$ cat config.mk
export PLATFORM = sky130hd
export DESIGN_NAME = step_sequencer
export DESIGN_NICKNAME = d
export VERILOG_FILES = /design/src/include/seq_pkg.sv /design/src/core/tenth_tick.sv /design/src/core/step_sequencer.sv
export SDC_FILE = /design/constraint.sdc
export NUM_CORES = 2
export LEC_CHECK = 0
export BUFFER_PORTS_ARGS = -buffer_cell sky130_fd_sc_hd__buf_2
export CAP_MARGIN = 20
export CELL_PAD_IN_SITES_DETAIL_PLACEMENT = 1
export CELL_PAD_IN_SITES_GLOBAL_PLACEMENT = 1
export CORE_MARGIN = 3
export CORE_UTILIZATION = 47
export CTS_CLUSTER_DIAMETER = 60
export DETAILED_ROUTE_END_ITERATION = 6
export PLACE_DENSITY_LB_ADDON = 0.1
export RECOVER_POWER = 100
export SLEW_MARGIN = 25
export SYNTH_ARGS = -nofsm -noshare
export SYNTH_HDL_FRONTEND = slang
export SYNTH_SLANG_ARGS = --single-unit
$ cat constraint.sdc
create_clock -name core_clk -period 19.1 [get_ports core_clk]
set_input_delay 4.775 -clock core_clk [delete_from_list [all_inputs] [get_ports core_clk]]
set_output_delay 4.775 -clock core_clk [all_outputs]
set_load 0.02 [all_outputs]
$ cat src/include/seq_pkg.sv
// Constants, field layouts and types of the step-speed sequencer.
// Assumes a single 10 MHz core clock.
package seq_pkg;
  localparam int CLK_HZ        = 10_000_000;
  localparam int TENTH_SEC_MS  = 100;
  localparam int TENTH_MIN_MS  = 6000;
  localparam int TENTH_SEC_CYC = CLK_HZ / 1000 * TENTH_SEC_MS;
  localparam int TENTH_MIN_CYC = CLK_HZ / 1000 * TENTH_MIN_MS;

  localparam int NUM_STEPS = 16;
  localparam logic [3:0] LAST_STEP = 4'hF;
  localparam logic signed [15:0] SP_MAX = 16'sh03E8;
  localparam logic signed [15:0] SP_MIN = -16'sh03E8;
  localparam logic [25:0] PCT_FULL = 26'h00003E8;

  localparam logic [7:0] OFS_CTRL   = 8'h00;
  localparam logic [7:0] OFS_MAXF   = 8'h04;
  localparam logic [7:0] OFS_STATUS = 8'h08;
  localparam logic [7:0] OFS_OUTF   = 8'h0C;
  localparam logic [7:0] OFS_SNAP   = 8'h10;
  localparam logic [7:0] OFS_RESUME = 8'h14;

  localparam int ST_RUN_BIT    = 4;
  localparam int ST_DONE_BIT   = 5;
  localparam int ST_SNAP_BIT   = 6;
  localparam int ST_REV_BIT    = 7;
  localparam int RES_VALID_BIT = 4;
  localparam int SNAP_FREQ_LSB = 15;

  localparam logic [1:0] MODE_ONCE = 2'h0;
  localparam logic [1:0] MODE_HOLD = 2'h1;
  localparam logic [1:0] MODE_LOOP = 2'h2;

  typedef struct packed {
    logic       seq_sel;
    logic       run_cmd;
    logic       run_chan;
    logic       unit_min;
    logic       retain;
    logic [1:0] run_mode;
  } ctrl_type;

  localparam ctrl_type CTRL_RST = 7'h00;
  localparam logic [15:0] MAXF_RST = 16'h1388;

  typedef enum logic [3:0] {
    S_IDLE = 4'b0001,
    S_RUN  = 4'b0010,
    S_HOLD = 4'b0100,
    S_DONE = 4'b1000
  } seq_state_type;
endpackage

$ cat src/core/tenth_tick.sv
// Tenth-of-a-unit time base for step durations.
// Assumes restart is a synchronous one-cycle or level request.
`timescale 1ns/1ps
module tenth_tick
  import seq_pkg::*;
#(
  parameter int SEC_CYC = TENTH_SEC_CYC,
  parameter int MIN_CYC = TENTH_MIN_CYC
) (
  input  wire logic core_clk,
  input  wire logic rst_n,
  input  wire logic unit_min,
  input  wire logic restart,
  output logic      tick
);
  localparam int CW = $clog2(MIN_CYC + 1);
  logic [CW-1:0] cnt_r;
  wire  [CW-1:0] lim = unit_min ? CW'(MIN_CYC - 1) : CW'(SEC_CYC - 1);

  // Restart keeps every step's first tenth a full tenth
  always_ff @(posedge core_clk or negedge rst_n) begin
    if (!rst_n) begin
      cnt_r <= '0;
      tick  <= 1'b0;
    end else if (restart || cnt_r >= lim) begin
      cnt_r <= '0;
      tick  <= !restart;
    end else begin
      cnt_r <= cnt_r + CW'(1);
      tick  <= 1'b0;
    end
  end
endmodule

$ cat src/core/step_sequencer.sv
// Step-speed sequencer with Avalon-MM register slave.
// Assumes synchronous pins and a master honouring waitrequest.
`timescale 1ns/1ps
module step_sequencer
  import seq_pkg::*;
#(
  parameter int SEC_CYC = TENTH_SEC_CYC,
  parameter int MIN_CYC = TENTH_MIN_CYC
) (
  input  wire logic               core_clk,
  input  wire logic               rst_n,
  input  wire logic [7:0]         address,
  input  wire logic               read,
  input  wire logic               write,
  input  wire logic [31:0]        writedata,
  input  wire logic [3:0]         byteenable,
  output logic [31:0]             readdata,
  output logic                    waitrequest,
  input  wire logic               term_run,
  input  wire logic [3:0]         step_sel,
  input  wire logic signed [16:0] normal_freq,
  input  wire logic               power_fail,
  output logic signed [16:0]      freq_ref_r,
  output logic                    dir_reverse_r,
  output logic                    running_r
);
  function automatic logic [31:0] merge_be(input logic [31:0] old_v,
                                           input logic [31:0] new_v,
                                           input logic [3:0]  be);
    logic [31:0] m;
    m = old_v;
    for (int b = 0; b < 4; b++) begin
      if (be[b]) m[b*8 +: 8] = new_v[b*8 +: 8];
    end
    return m;
  endfunction

  function automatic logic signed [15:0] clamp_sp(input logic [15:0] v);
    logic signed [15:0] s;
    s = $signed(v);
    if (s > SP_MAX) return SP_MAX;
    else if (s < SP_MIN) return SP_MIN;
    else return s;
  endfunction

  // Percent in tenths times max frequency, sign kept for direction
  function automatic logic signed [16:0] scale(input logic signed [15:0] sp,
                                               input logic [15:0] maxf);
    logic [15:0] mag;
    logic [25:0] prod;
    logic [16:0] f;
    mag  = sp[15] ? 16'(-sp) : 16'(sp);
    prod = 26'(mag) * 26'(maxf);
    f    = 17'(prod / PCT_FULL);
    return sp[15] ? -$signed(f) : $signed(f);
  endfunction

  logic signed [15:0] freq_mem [NUM_STEPS];
  logic [15:0]        dur_mem  [NUM_STEPS];
  ctrl_type           ctrl_r;
  logic [15:0]        maxf_r;
  seq_state_type      state_r, state_nxt;
  logic [3:0]         step_r, step_nxt;
  logic [15:0]        elapsed_r, elapsed_nxt;
  logic [3:0]         snap_step_r, resume_step_r;
  logic signed [16:0] snap_freq_r;
  logic               snap_valid_r, resume_valid_r, pf_d_r;
  logic               tick;

  // Bus decode
  wire        wr_en     = write && !waitrequest;
  wire        step_hit  = address[7];
  wire [3:0]  step_idx  = address[6:3];
  wire        step_dur  = address[2];
  wire [31:0] step_word = step_dur ? {16'h0000, dur_mem[step_idx]}
                                   : {16'h0000, freq_mem[step_idx]};
  wire [31:0] wdat_step = merge_be(step_word, writedata, byteenable);
  wire [31:0] wdat_ctrl = merge_be({25'h0, ctrl_r}, writedata, byteenable);
  wire [31:0] wdat_maxf = merge_be({16'h0, maxf_r}, writedata, byteenable);
  wire [31:0] wdat_res  = merge_be({27'h0, resume_valid_r, resume_step_r},
                                   writedata, byteenable);
  wire        wr_step   = wr_en && step_hit;
  wire        wr_ctrl   = wr_en && address == OFS_CTRL;
  wire        wr_maxf   = wr_en && address == OFS_MAXF;
  wire        wr_res    = wr_en && address == OFS_RESUME;
  wire        clr_snap  = wr_en && address == OFS_STATUS &&
                          byteenable[0] && writedata[ST_SNAP_BIT];

  wire [31:0] status_word = {24'h0, dir_reverse_r, snap_valid_r,
                             state_r == S_DONE, running_r, step_r};
  wire [31:0] rd_word =
    step_hit                ? step_word :
    address == OFS_CTRL     ? {25'h0, ctrl_r} :
    address == OFS_MAXF     ? {16'h0, maxf_r} :
    address == OFS_STATUS   ? status_word :
    address == OFS_OUTF     ? 32'(freq_ref_r) :
    address == OFS_SNAP     ? {snap_freq_r, 11'h000, snap_step_r} :
    address == OFS_RESUME   ? {27'h0, resume_valid_r, resume_step_r} :
                              32'h0000_0000;

  // One wait cycle, then a single-cycle answer
  always_ff @(posedge core_clk or negedge rst_n) begin
    if (!rst_n) begin
      waitrequest <= 1'b1;
      readdata    <= 32'h0000_0000;
    end else begin
      waitrequest <= waitrequest ? !(read || write) : 1'b1;
      if (waitrequest && read) readdata <= rd_word;
    end
  end

  always_ff @(posedge core_clk or negedge rst_n) begin
    if (!rst_n) begin
      for (int i = 0; i < NUM_STEPS; i++) begin
        freq_mem[i] <= 16'sh0000;
        dur_mem[i]  <= 16'h0000;
      end
    end else if (wr_step) begin
      if (step_dur) dur_mem[step_idx] <= wdat_step[15:0];
      else freq_mem[step_idx] <= clamp_sp(wdat_step[15:0]);
    end
  end

  always_ff @(posedge core_clk or negedge rst_n) begin
    if (!rst_n) begin
      ctrl_r <= CTRL_RST;
      maxf_r <= MAXF_RST;
    end else begin
      if (wr_ctrl) ctrl_r <= wdat_ctrl[6:0];
      if (wr_maxf) maxf_r <= wdat_maxf[15:0];
    end
  end

  // Sequencer
  wire run_req   = ctrl_r.run_chan ? term_run : ctrl_r.run_cmd;
  wire step_done = elapsed_r >= dur_mem[step_r];
  wire resume_ok = ctrl_r.retain && resume_valid_r;
  wire [3:0] start_step = resume_ok ? resume_step_r : 4'h0;
  wire start     = state_r == S_IDLE && run_req;
  wire restart   = state_r != S_RUN || step_done;

  always_comb begin
    state_nxt   = state_r;
    step_nxt    = step_r;
    elapsed_nxt = elapsed_r;
    case (state_r)
      S_IDLE: begin
        if (run_req) begin
          state_nxt   = S_RUN;
          step_nxt    = start_step;
          elapsed_nxt = 16'h0000;
        end
      end
      S_RUN: begin
        if (!run_req) begin
          state_nxt = S_IDLE;
        end else if (step_done) begin
          elapsed_nxt = 16'h0000;
          if (step_r == LAST_STEP) begin
            case (ctrl_r.run_mode)
              MODE_LOOP: step_nxt  = 4'h0;
              MODE_HOLD: state_nxt = S_HOLD;
              default:   state_nxt = S_DONE;
            endcase
          end else begin
            step_nxt = step_r + 4'h1;
          end
        end else if (tick) begin
          elapsed_nxt = elapsed_r + 16'h0001;
        end
      end
      S_HOLD, S_DONE: begin
        if (!run_req) state_nxt = S_IDLE;
      end
      default: state_nxt = S_IDLE;
    endcase
  end

  always_ff @(posedge core_clk or negedge rst_n) begin
    if (!rst_n) begin
      state_r   <= S_IDLE;
      step_r    <= 4'h0;
      elapsed_r <= 16'h0000;
    end else begin
      state_r   <= state_nxt;
      step_r    <= step_nxt;
      elapsed_r <= elapsed_nxt;
    end
  end

  tenth_tick #(
    .SEC_CYC (SEC_CYC),
    .MIN_CYC (MIN_CYC)
  ) u_tick (
    .core_clk (core_clk),
    .rst_n    (rst_n),
    .unit_min (ctrl_r.unit_min),
    .restart  (restart),
    .tick     (tick)
  );

  // Reference selection
  wire seq_out = state_r == S_RUN || state_r == S_HOLD;
  wire signed [15:0] seq_sp    = freq_mem[step_r];
  wire signed [16:0] seq_freq  = scale(seq_sp, maxf_r);
  wire signed [16:0] term_freq = scale(freq_mem[step_sel], maxf_r);
  wire signed [16:0] freq_nxt  =
    |step_sel      ? term_freq :
    ctrl_r.seq_sel ? (seq_out ? seq_freq : 17'sh00000) :
                     normal_freq;

  always_ff @(posedge core_clk or negedge rst_n) begin
    if (!rst_n) begin
      freq_ref_r    <= 17'sh00000;
      dir_reverse_r <= 1'b0;
      running_r     <= 1'b0;
    end else begin
      freq_ref_r    <= freq_nxt;
      dir_reverse_r <= freq_nxt < 0;
      running_r     <= seq_out;
    end
  end

  // Power-loss snapshot; software keeps it and writes it back to resume
  wire snap_set = power_fail && !pf_d_r && ctrl_r.retain;
  always_ff @(posedge core_clk or negedge rst_n) begin
    if (!rst_n) begin
      pf_d_r         <= 1'b0;
      snap_valid_r   <= 1'b0;
      snap_step_r    <= 4'h0;
      snap_freq_r    <= 17'sh00000;
      resume_valid_r <= 1'b0;
      resume_step_r  <= 4'h0;
    end else begin
      pf_d_r       <= power_fail;
      snap_valid_r <= snap_set || (snap_valid_r && !clr_snap);
      // Next reference, so step and frequency come from the same cycle
      if (snap_set) begin
        snap_step_r <= step_r;
        snap_freq_r <= freq_nxt;
      end
      // Software arming wins over the consume at start
      if (wr_res) begin
        resume_valid_r <= wdat_res[RES_VALID_BIT];
        resume_step_r  <= wdat_res[3:0];
      end else if (start && resume_ok) begin
        resume_valid_r <= 1'b0;
      end
    end
  end

  wire at_end = state_r == S_RUN && run_req && step_done &&
                step_r == LAST_STEP;
endmodule

-- Word level (Yosys, flattened, before mapping)
Index checks and enable logic that the tools add are counted.
W data, S select, Z words.
- memories kept: 0
- word-level logic and storage cells: 211
- register bits: 666
- output and inout bits: 52
- bits in latches: 0
- memory bits (writable): 0
- bits in read-only memories: 0
- shifts and indexed selects: 0
- equal/unequal tests: 23
- multipliers: 2
- bitwise gates (word level): 4
- multiplexer cells: 67
- divide/modulo/power cells: 2
- $lt $le $gt $ge: 9
- add/sub/neg operators: 7
- reductions and logical operators: 41
- operator list (cell ; count):
    $bwmux W256 ; 2
    $mux W16 ; 22
    $bmux W16 S4 ; 5
    $mux W32 ; 6
    $mux W17 ; 5
    $demux W16 S4 ; 1
    $div A26 B10 Y26 const B ; 2
    $mul A16 B16 Y26 ; 2
    $mux W26 ; 2
    $mux W4 ; 11
    $neg A17 Y17 ; 2
    $neg A16 Y16 ; 2
    $pmux W16 S2 ; 1
    $add A26 B1 Y26 const B ; 1
    $ge A26 B26 Y1 ; 1
    $lt A17 B1 Y1 const B ; 1
    $add A16 B1 Y16 const B ; 1
    $eq A8 B4 Y1 const B ; 2
    $eq A8 B5 Y1 const B ; 2
    $ge A16 B16 Y1 ; 1
    $gt A16 B11 Y1 const B ; 1
    $logic_and A1 B1 Y1 ; 16
    $lt A16 B11 Y1 const B ; 1
    $mux W8 ; 2
    29 further kinds ; 63

-- Logic depth before layout (Yosys ltp)
- depth in word-level cells: 14
- gate-level depth with buffers: 97
- mapped depth without buffers: 80

-- Modules after synthesis
A second synthesis with hierarchy kept.
- cell total of the unflattened synthesis: 6363
- area, all modules: 63493.4 um^2
- modules (own cells, without submodules) (module ; area an instance (um^2) ; cells each ; instances):
    step_sequencer ; 61692.9 ; 6193 ; 1
    tenth_tick ; 1800.5 ; 170 ; 1

-- Least setup slack after synthesis
No wires, ideal clock.
- path kind: input -> register
- from: in step_sel[0]
- to: reg snap_freq_r[6]
- buffers on the path: 10
- arrival time: 24.223 ns
- data required time: 18.975 ns
- setup slack: -5.248 ns
- cell stages on the path: 84
- cell sequence: buf_4 buf_6 buf_4 mux4_2 a22oi_1 nand2_1 clkbuf_1 inv_1 ha_1 inv_1 nor2_1 a22oi_1 a211oi_4 a21oi_1 xor2_1 clkbuf_1 nand2_1 fa_1 [... 48 more ...] buf_2 a31oi_1 a41oi_2 a41oi_2 or4_1 and2_1 a21oi_4 inv_2 a21oi_1 o221a_2 and2_1 nor2_1 ha_1 and2_1 a41o_1 xnor2_1 o21ai_0 mux2_2
- word-level cells in the longest chain between the ends: 11
- elaborated cells on any way between the ends: 12
- ends and longest elaborated chain (what ; RTL line ; text):
    start, declared ; step_sequencer.sv:20 ; input wire logic [3:0] step_sel,
    $not A4 Y5 (implied by the code) ; step_sequencer.sv:206 ; wire signed [16:0] term_freq = scale(freq_mem[step_sel], maxf_r);
    $bmux W16 S4 ; step_sequencer.sv:206 ;
    $mux W16 (implied by the code) (2 in series) ; step_sequencer.sv:206 ;
    $neg A16 Y16 ; step_sequencer.sv:52 ; mag = sp[15] ? 16'(-sp) : 16'(sp);
    $mux W16 ; step_sequencer.sv:52 ;
    $mul A16 B16 Y26 ; step_sequencer.sv:53 ; prod = 26'(mag) * 26'(maxf);
    $div A26 B10 Y26 ; step_sequencer.sv:54 ; f = 17'(prod / PCT_FULL);
    $neg A17 Y17 ; step_sequencer.sv:55 ; return sp[15] ? -$signed(f) : $signed(f);
    $mux W17 ; step_sequencer.sv:55 ;
    $mux W17 (*) ; step_sequencer.sv:208 ; |step_sel ? term_freq :
    named net freq_nxt[6] ; step_sequencer.sv:207 ; wire signed [16:0] freq_nxt =
    end signal, assigned ; step_sequencer.sv:240 ; snap_freq_r <= freq_nxt;
    end, declared ; step_sequencer.sv:66 ; logic signed [16:0] snap_freq_r;
Mark *: on every way through the listed nets, which the timed path passes. The rest lies on a longest branch. The select of a mux whose other input is x is not followed.
A chain may end at the register's enable or synchronous reset.

-- Worst setup path after layout
- from: in step_sel[0]
- to: reg snap_freq_r[12]
The elaborated chain is that of the path after synthesis.

==> out/metrics.cfg <==
[global_route]
grt_pass1_wl_mm = 370
grt_util_all_layers_pct = 35.0
antenna_found_initial = 14
grt_max_degree = 157
grt_pass1_vias = 62866
overflow = 0

[synthesis]
ys_types = 146
syn_area_mm2 = 0.0623
synth_nets = 6849
syn_inst = 6231
syn_area_per_cell_um2 = 9.99
ys_async_sr_fraction_pct = 100
synth_warnings = 0
synth-seq-cells = 665
synthFlopType = dfrtp_1
synth_edf_count = 0
synth-seq-area-share_pct = 26.7

[layout]
finalNonFillerCells = 9289
area_growth_pct = 27.2
final_nets = 8091
drive_gt1_share_pct = 35.2
final_cell_mix = buf_4, nand2_1, dfrtp_1
final_common_cell = buf_4
final_core_util_pct = 60.7

[place]
hpwl_mm = 174
place_inst = 9040
gp_congestion = 0.921
port_buffers = 104

[outcome]
status = finished, violations left
violations = max-capacitance violations, max-slew violations, negative setup slack

[worst_setup_path]
regToRegSetupSlack_ns = -2.91
required_ns = 19.66
cp.arrival_ns = 23.80
cp-end-kind = register
start_kind = primary input
crit_fanout = 8
cpPeakStageDelay_ns = 0.53
crit_type = primary input to register
crit_path_frequent_cell = buf_4
cpMaxStageDelayCell = fa_1

[sta]
relSlewSlack_pct = -468
finalSetupTns_ns = -130.49
rsz0062_at_grt = yes
hold_violations = 0
worst_slew_pin_slew_ns = 8.52
drv_slew = 835
worst_slack_ns = -4.14
period_minus_slack_ns = 23.24
max_freq_mhz = 43.0
period_share_pct = 122
finClkSkew_ns = 0.0447
setup_viol = 34

[worst_hold_path]
min_path_type = register to register

[detailed_routing]
route.detailed.drc = 0
finalWirelength_mm = 242
drtIter0Drc = 4381
vias_per_cell = 6.15
dr.pass1.iters = 6
vias = 57140
ant_nets = 0
post_drt_wl_per_cell_um = 26.0

[clocking]
numCtsBuffers = 82
clk_latency_ns = 0.71
cts_tree = built
root_buffer = clkbuf_16
cts_buffer_depth = 3
clock-sinks = 665
hold_buffers = 0
h-tree-depth = 3
clkTransAtPathRegs_ns = 0.06

[floorplan]
fp-row-count = 132
chipHeight_um = 370
dieArea_mm2 = 0.137
die_w_um = 370
initial_utilization_pct = 47.7
pin_count = 123
coreArea_mm2 = 0.130

[flow_run]
drv_cap = 14

[registers in the layout, indices dropped and copies added, names as in the netlist, 4 cells and up]
signal and flops:
ctrl_r 7, snap_step_r 4, snap_freq_r 17, freq_ref_r 16, freq_mem 256, readdata 32
dur_mem 256, maxf_r 16, resume_step_r 4, step_r 4, state_r 4, elapsed_r 16
u_tick.cnt_r 26
[final timing paths]
| check | from | to | cells past startpoint |
|---|---|---|---|
| min in group asynchronous | rst_n | dur_mem[23]$_DFFE_PN0P_ | 1 |
| min reg2reg | readdata[24]$_DFFE_PN0P_ | readdata[24]$_DFFE_PN0P_ | 2 |
| min | readdata[24]$_DFFE_PN0P_ | readdata[24]$_DFFE_PN0P_ | 2 |
| max in group asynchronous | rst_n | step_r[1]$_DFFE_PN0P_ | 2 |
| max | step_sel[0] | snap_freq_r[12]$_DFFE_PN0P_ | 91 |
| max reg2reg | step_r[0]$_DFFE_PN0P_ | snap_freq_r[12]$_DFFE_PN0P_ | 80 |
[cells in the mapped netlist (24+ instances only)]
cell | instances | share of area (%)
o31ai_1 | 34 | 0.41
and2_1 | 217 | 2.2
fa_1 | 362 | 12
xor2_1 | 77 | 1.1
nand4_1 | 33 | 0.33
clkbuf_1 | 273 | 1.6
o21ai_0 | 418 | 3.4
a211oi_1 | 45 | 0.54
or3_1 | 31 | 0.31
nor4_1 | 31 | 0.31
buf_1 | 40 | 0.24
xnor2_1 | 146 | 2.1
ha_1 | 185 | 3.7
and3_1 | 54 | 0.54
mux4_2 | 373 | 13
nor2_1 | 308 | 1.9
nand2_1 | 785 | 4.7
a21oi_1 | 195 | 1.6
a31oi_1 | 41 | 0.41
o211ai_1 | 34 | 0.41
a22oi_1 | 42 | 0.51
inv_1 | 476 | 2.9
a21o_1 | 40 | 0.48
nor2b_1 | 57 | 0.57
mux2_2 | 333 | 6.0
nand2b_1 | 52 | 0.52
mux2i_1 | 78 | 1.3
o21ai_1 | 24 | 0.19
dfrtp_1 | 658 | 26
buf_2 | 42 | 0.34
nand3_1 | 116 | 0.93
o21a_1 | 38 | 0.46
nor3_1 | 85 | 0.68
[kinds of logic after synthesis]
family,Yosys count,synth area share (%)
buf+inv,870,5.59
fa+ha+maj,556,15.5
xor+xnor,233,3.47
flops,665,26.7
compound gates,1238,13.4
mux,789,20.9
simple gates,1880,14.5
[timing repair]
item,in CTS,in global routing
gates cloned,1,1
endpoints found under the setup margin,34,34
setup buffers,61,31
resized for setup,175,99
pin swaps,95,85
[per-stage QoR]
step / setup slack [ns] / hold WS (ns) / area, um^2
6_report: -4.14 / 0.481 / 79200
4_1_cts: -3.71 / 0.481 / 78600
2_1_floorplan: -4.18 / 0.444 / 63000
3_3_place_gp: -4.95 / 0.459 / 74500
5_1_grt: -4.90 / 0.509 / 79200
3_5_place_dp: -5.44 / 0.468 / 74500
[critical path, delay by kind of cell]
kind	cells	cell delay [ns]
muxes	5	1.66
buffers and inverters	22	2.63
AOI/OAI and AO/OA	27	5.64
and+or+nand+nor	25	4.79
xor gates and xnor gates	2	0.44
adders and majority gates	10	3.80
[routing by layer]
metal	global-route usage, %	vias up	routed length, um	share of wire (%)
met1	43.2	29524	92900	38
met4	16.8	4	13100	5.4
met3	5.90	725	17400	7.2
met5	0	-	23	0.0095
li1	-	24741	-	-
met2	59.7	2146	118000	49
[area by class of cell]
type                       instances  area (um^2)
multi-input combinational       4698        44000
inverter                         481         1810
tap                             1742         2180
fill                           14287        51300
sequential                       665        16700
clock buffer                     114         2330
clock inverter                    35          489
timing repair buffer            1545        11700
antenna                            9         22.5
Power is not shown: default switching activity piles up to over one toggle a cycle in this logic, so the estimate is an artifact.
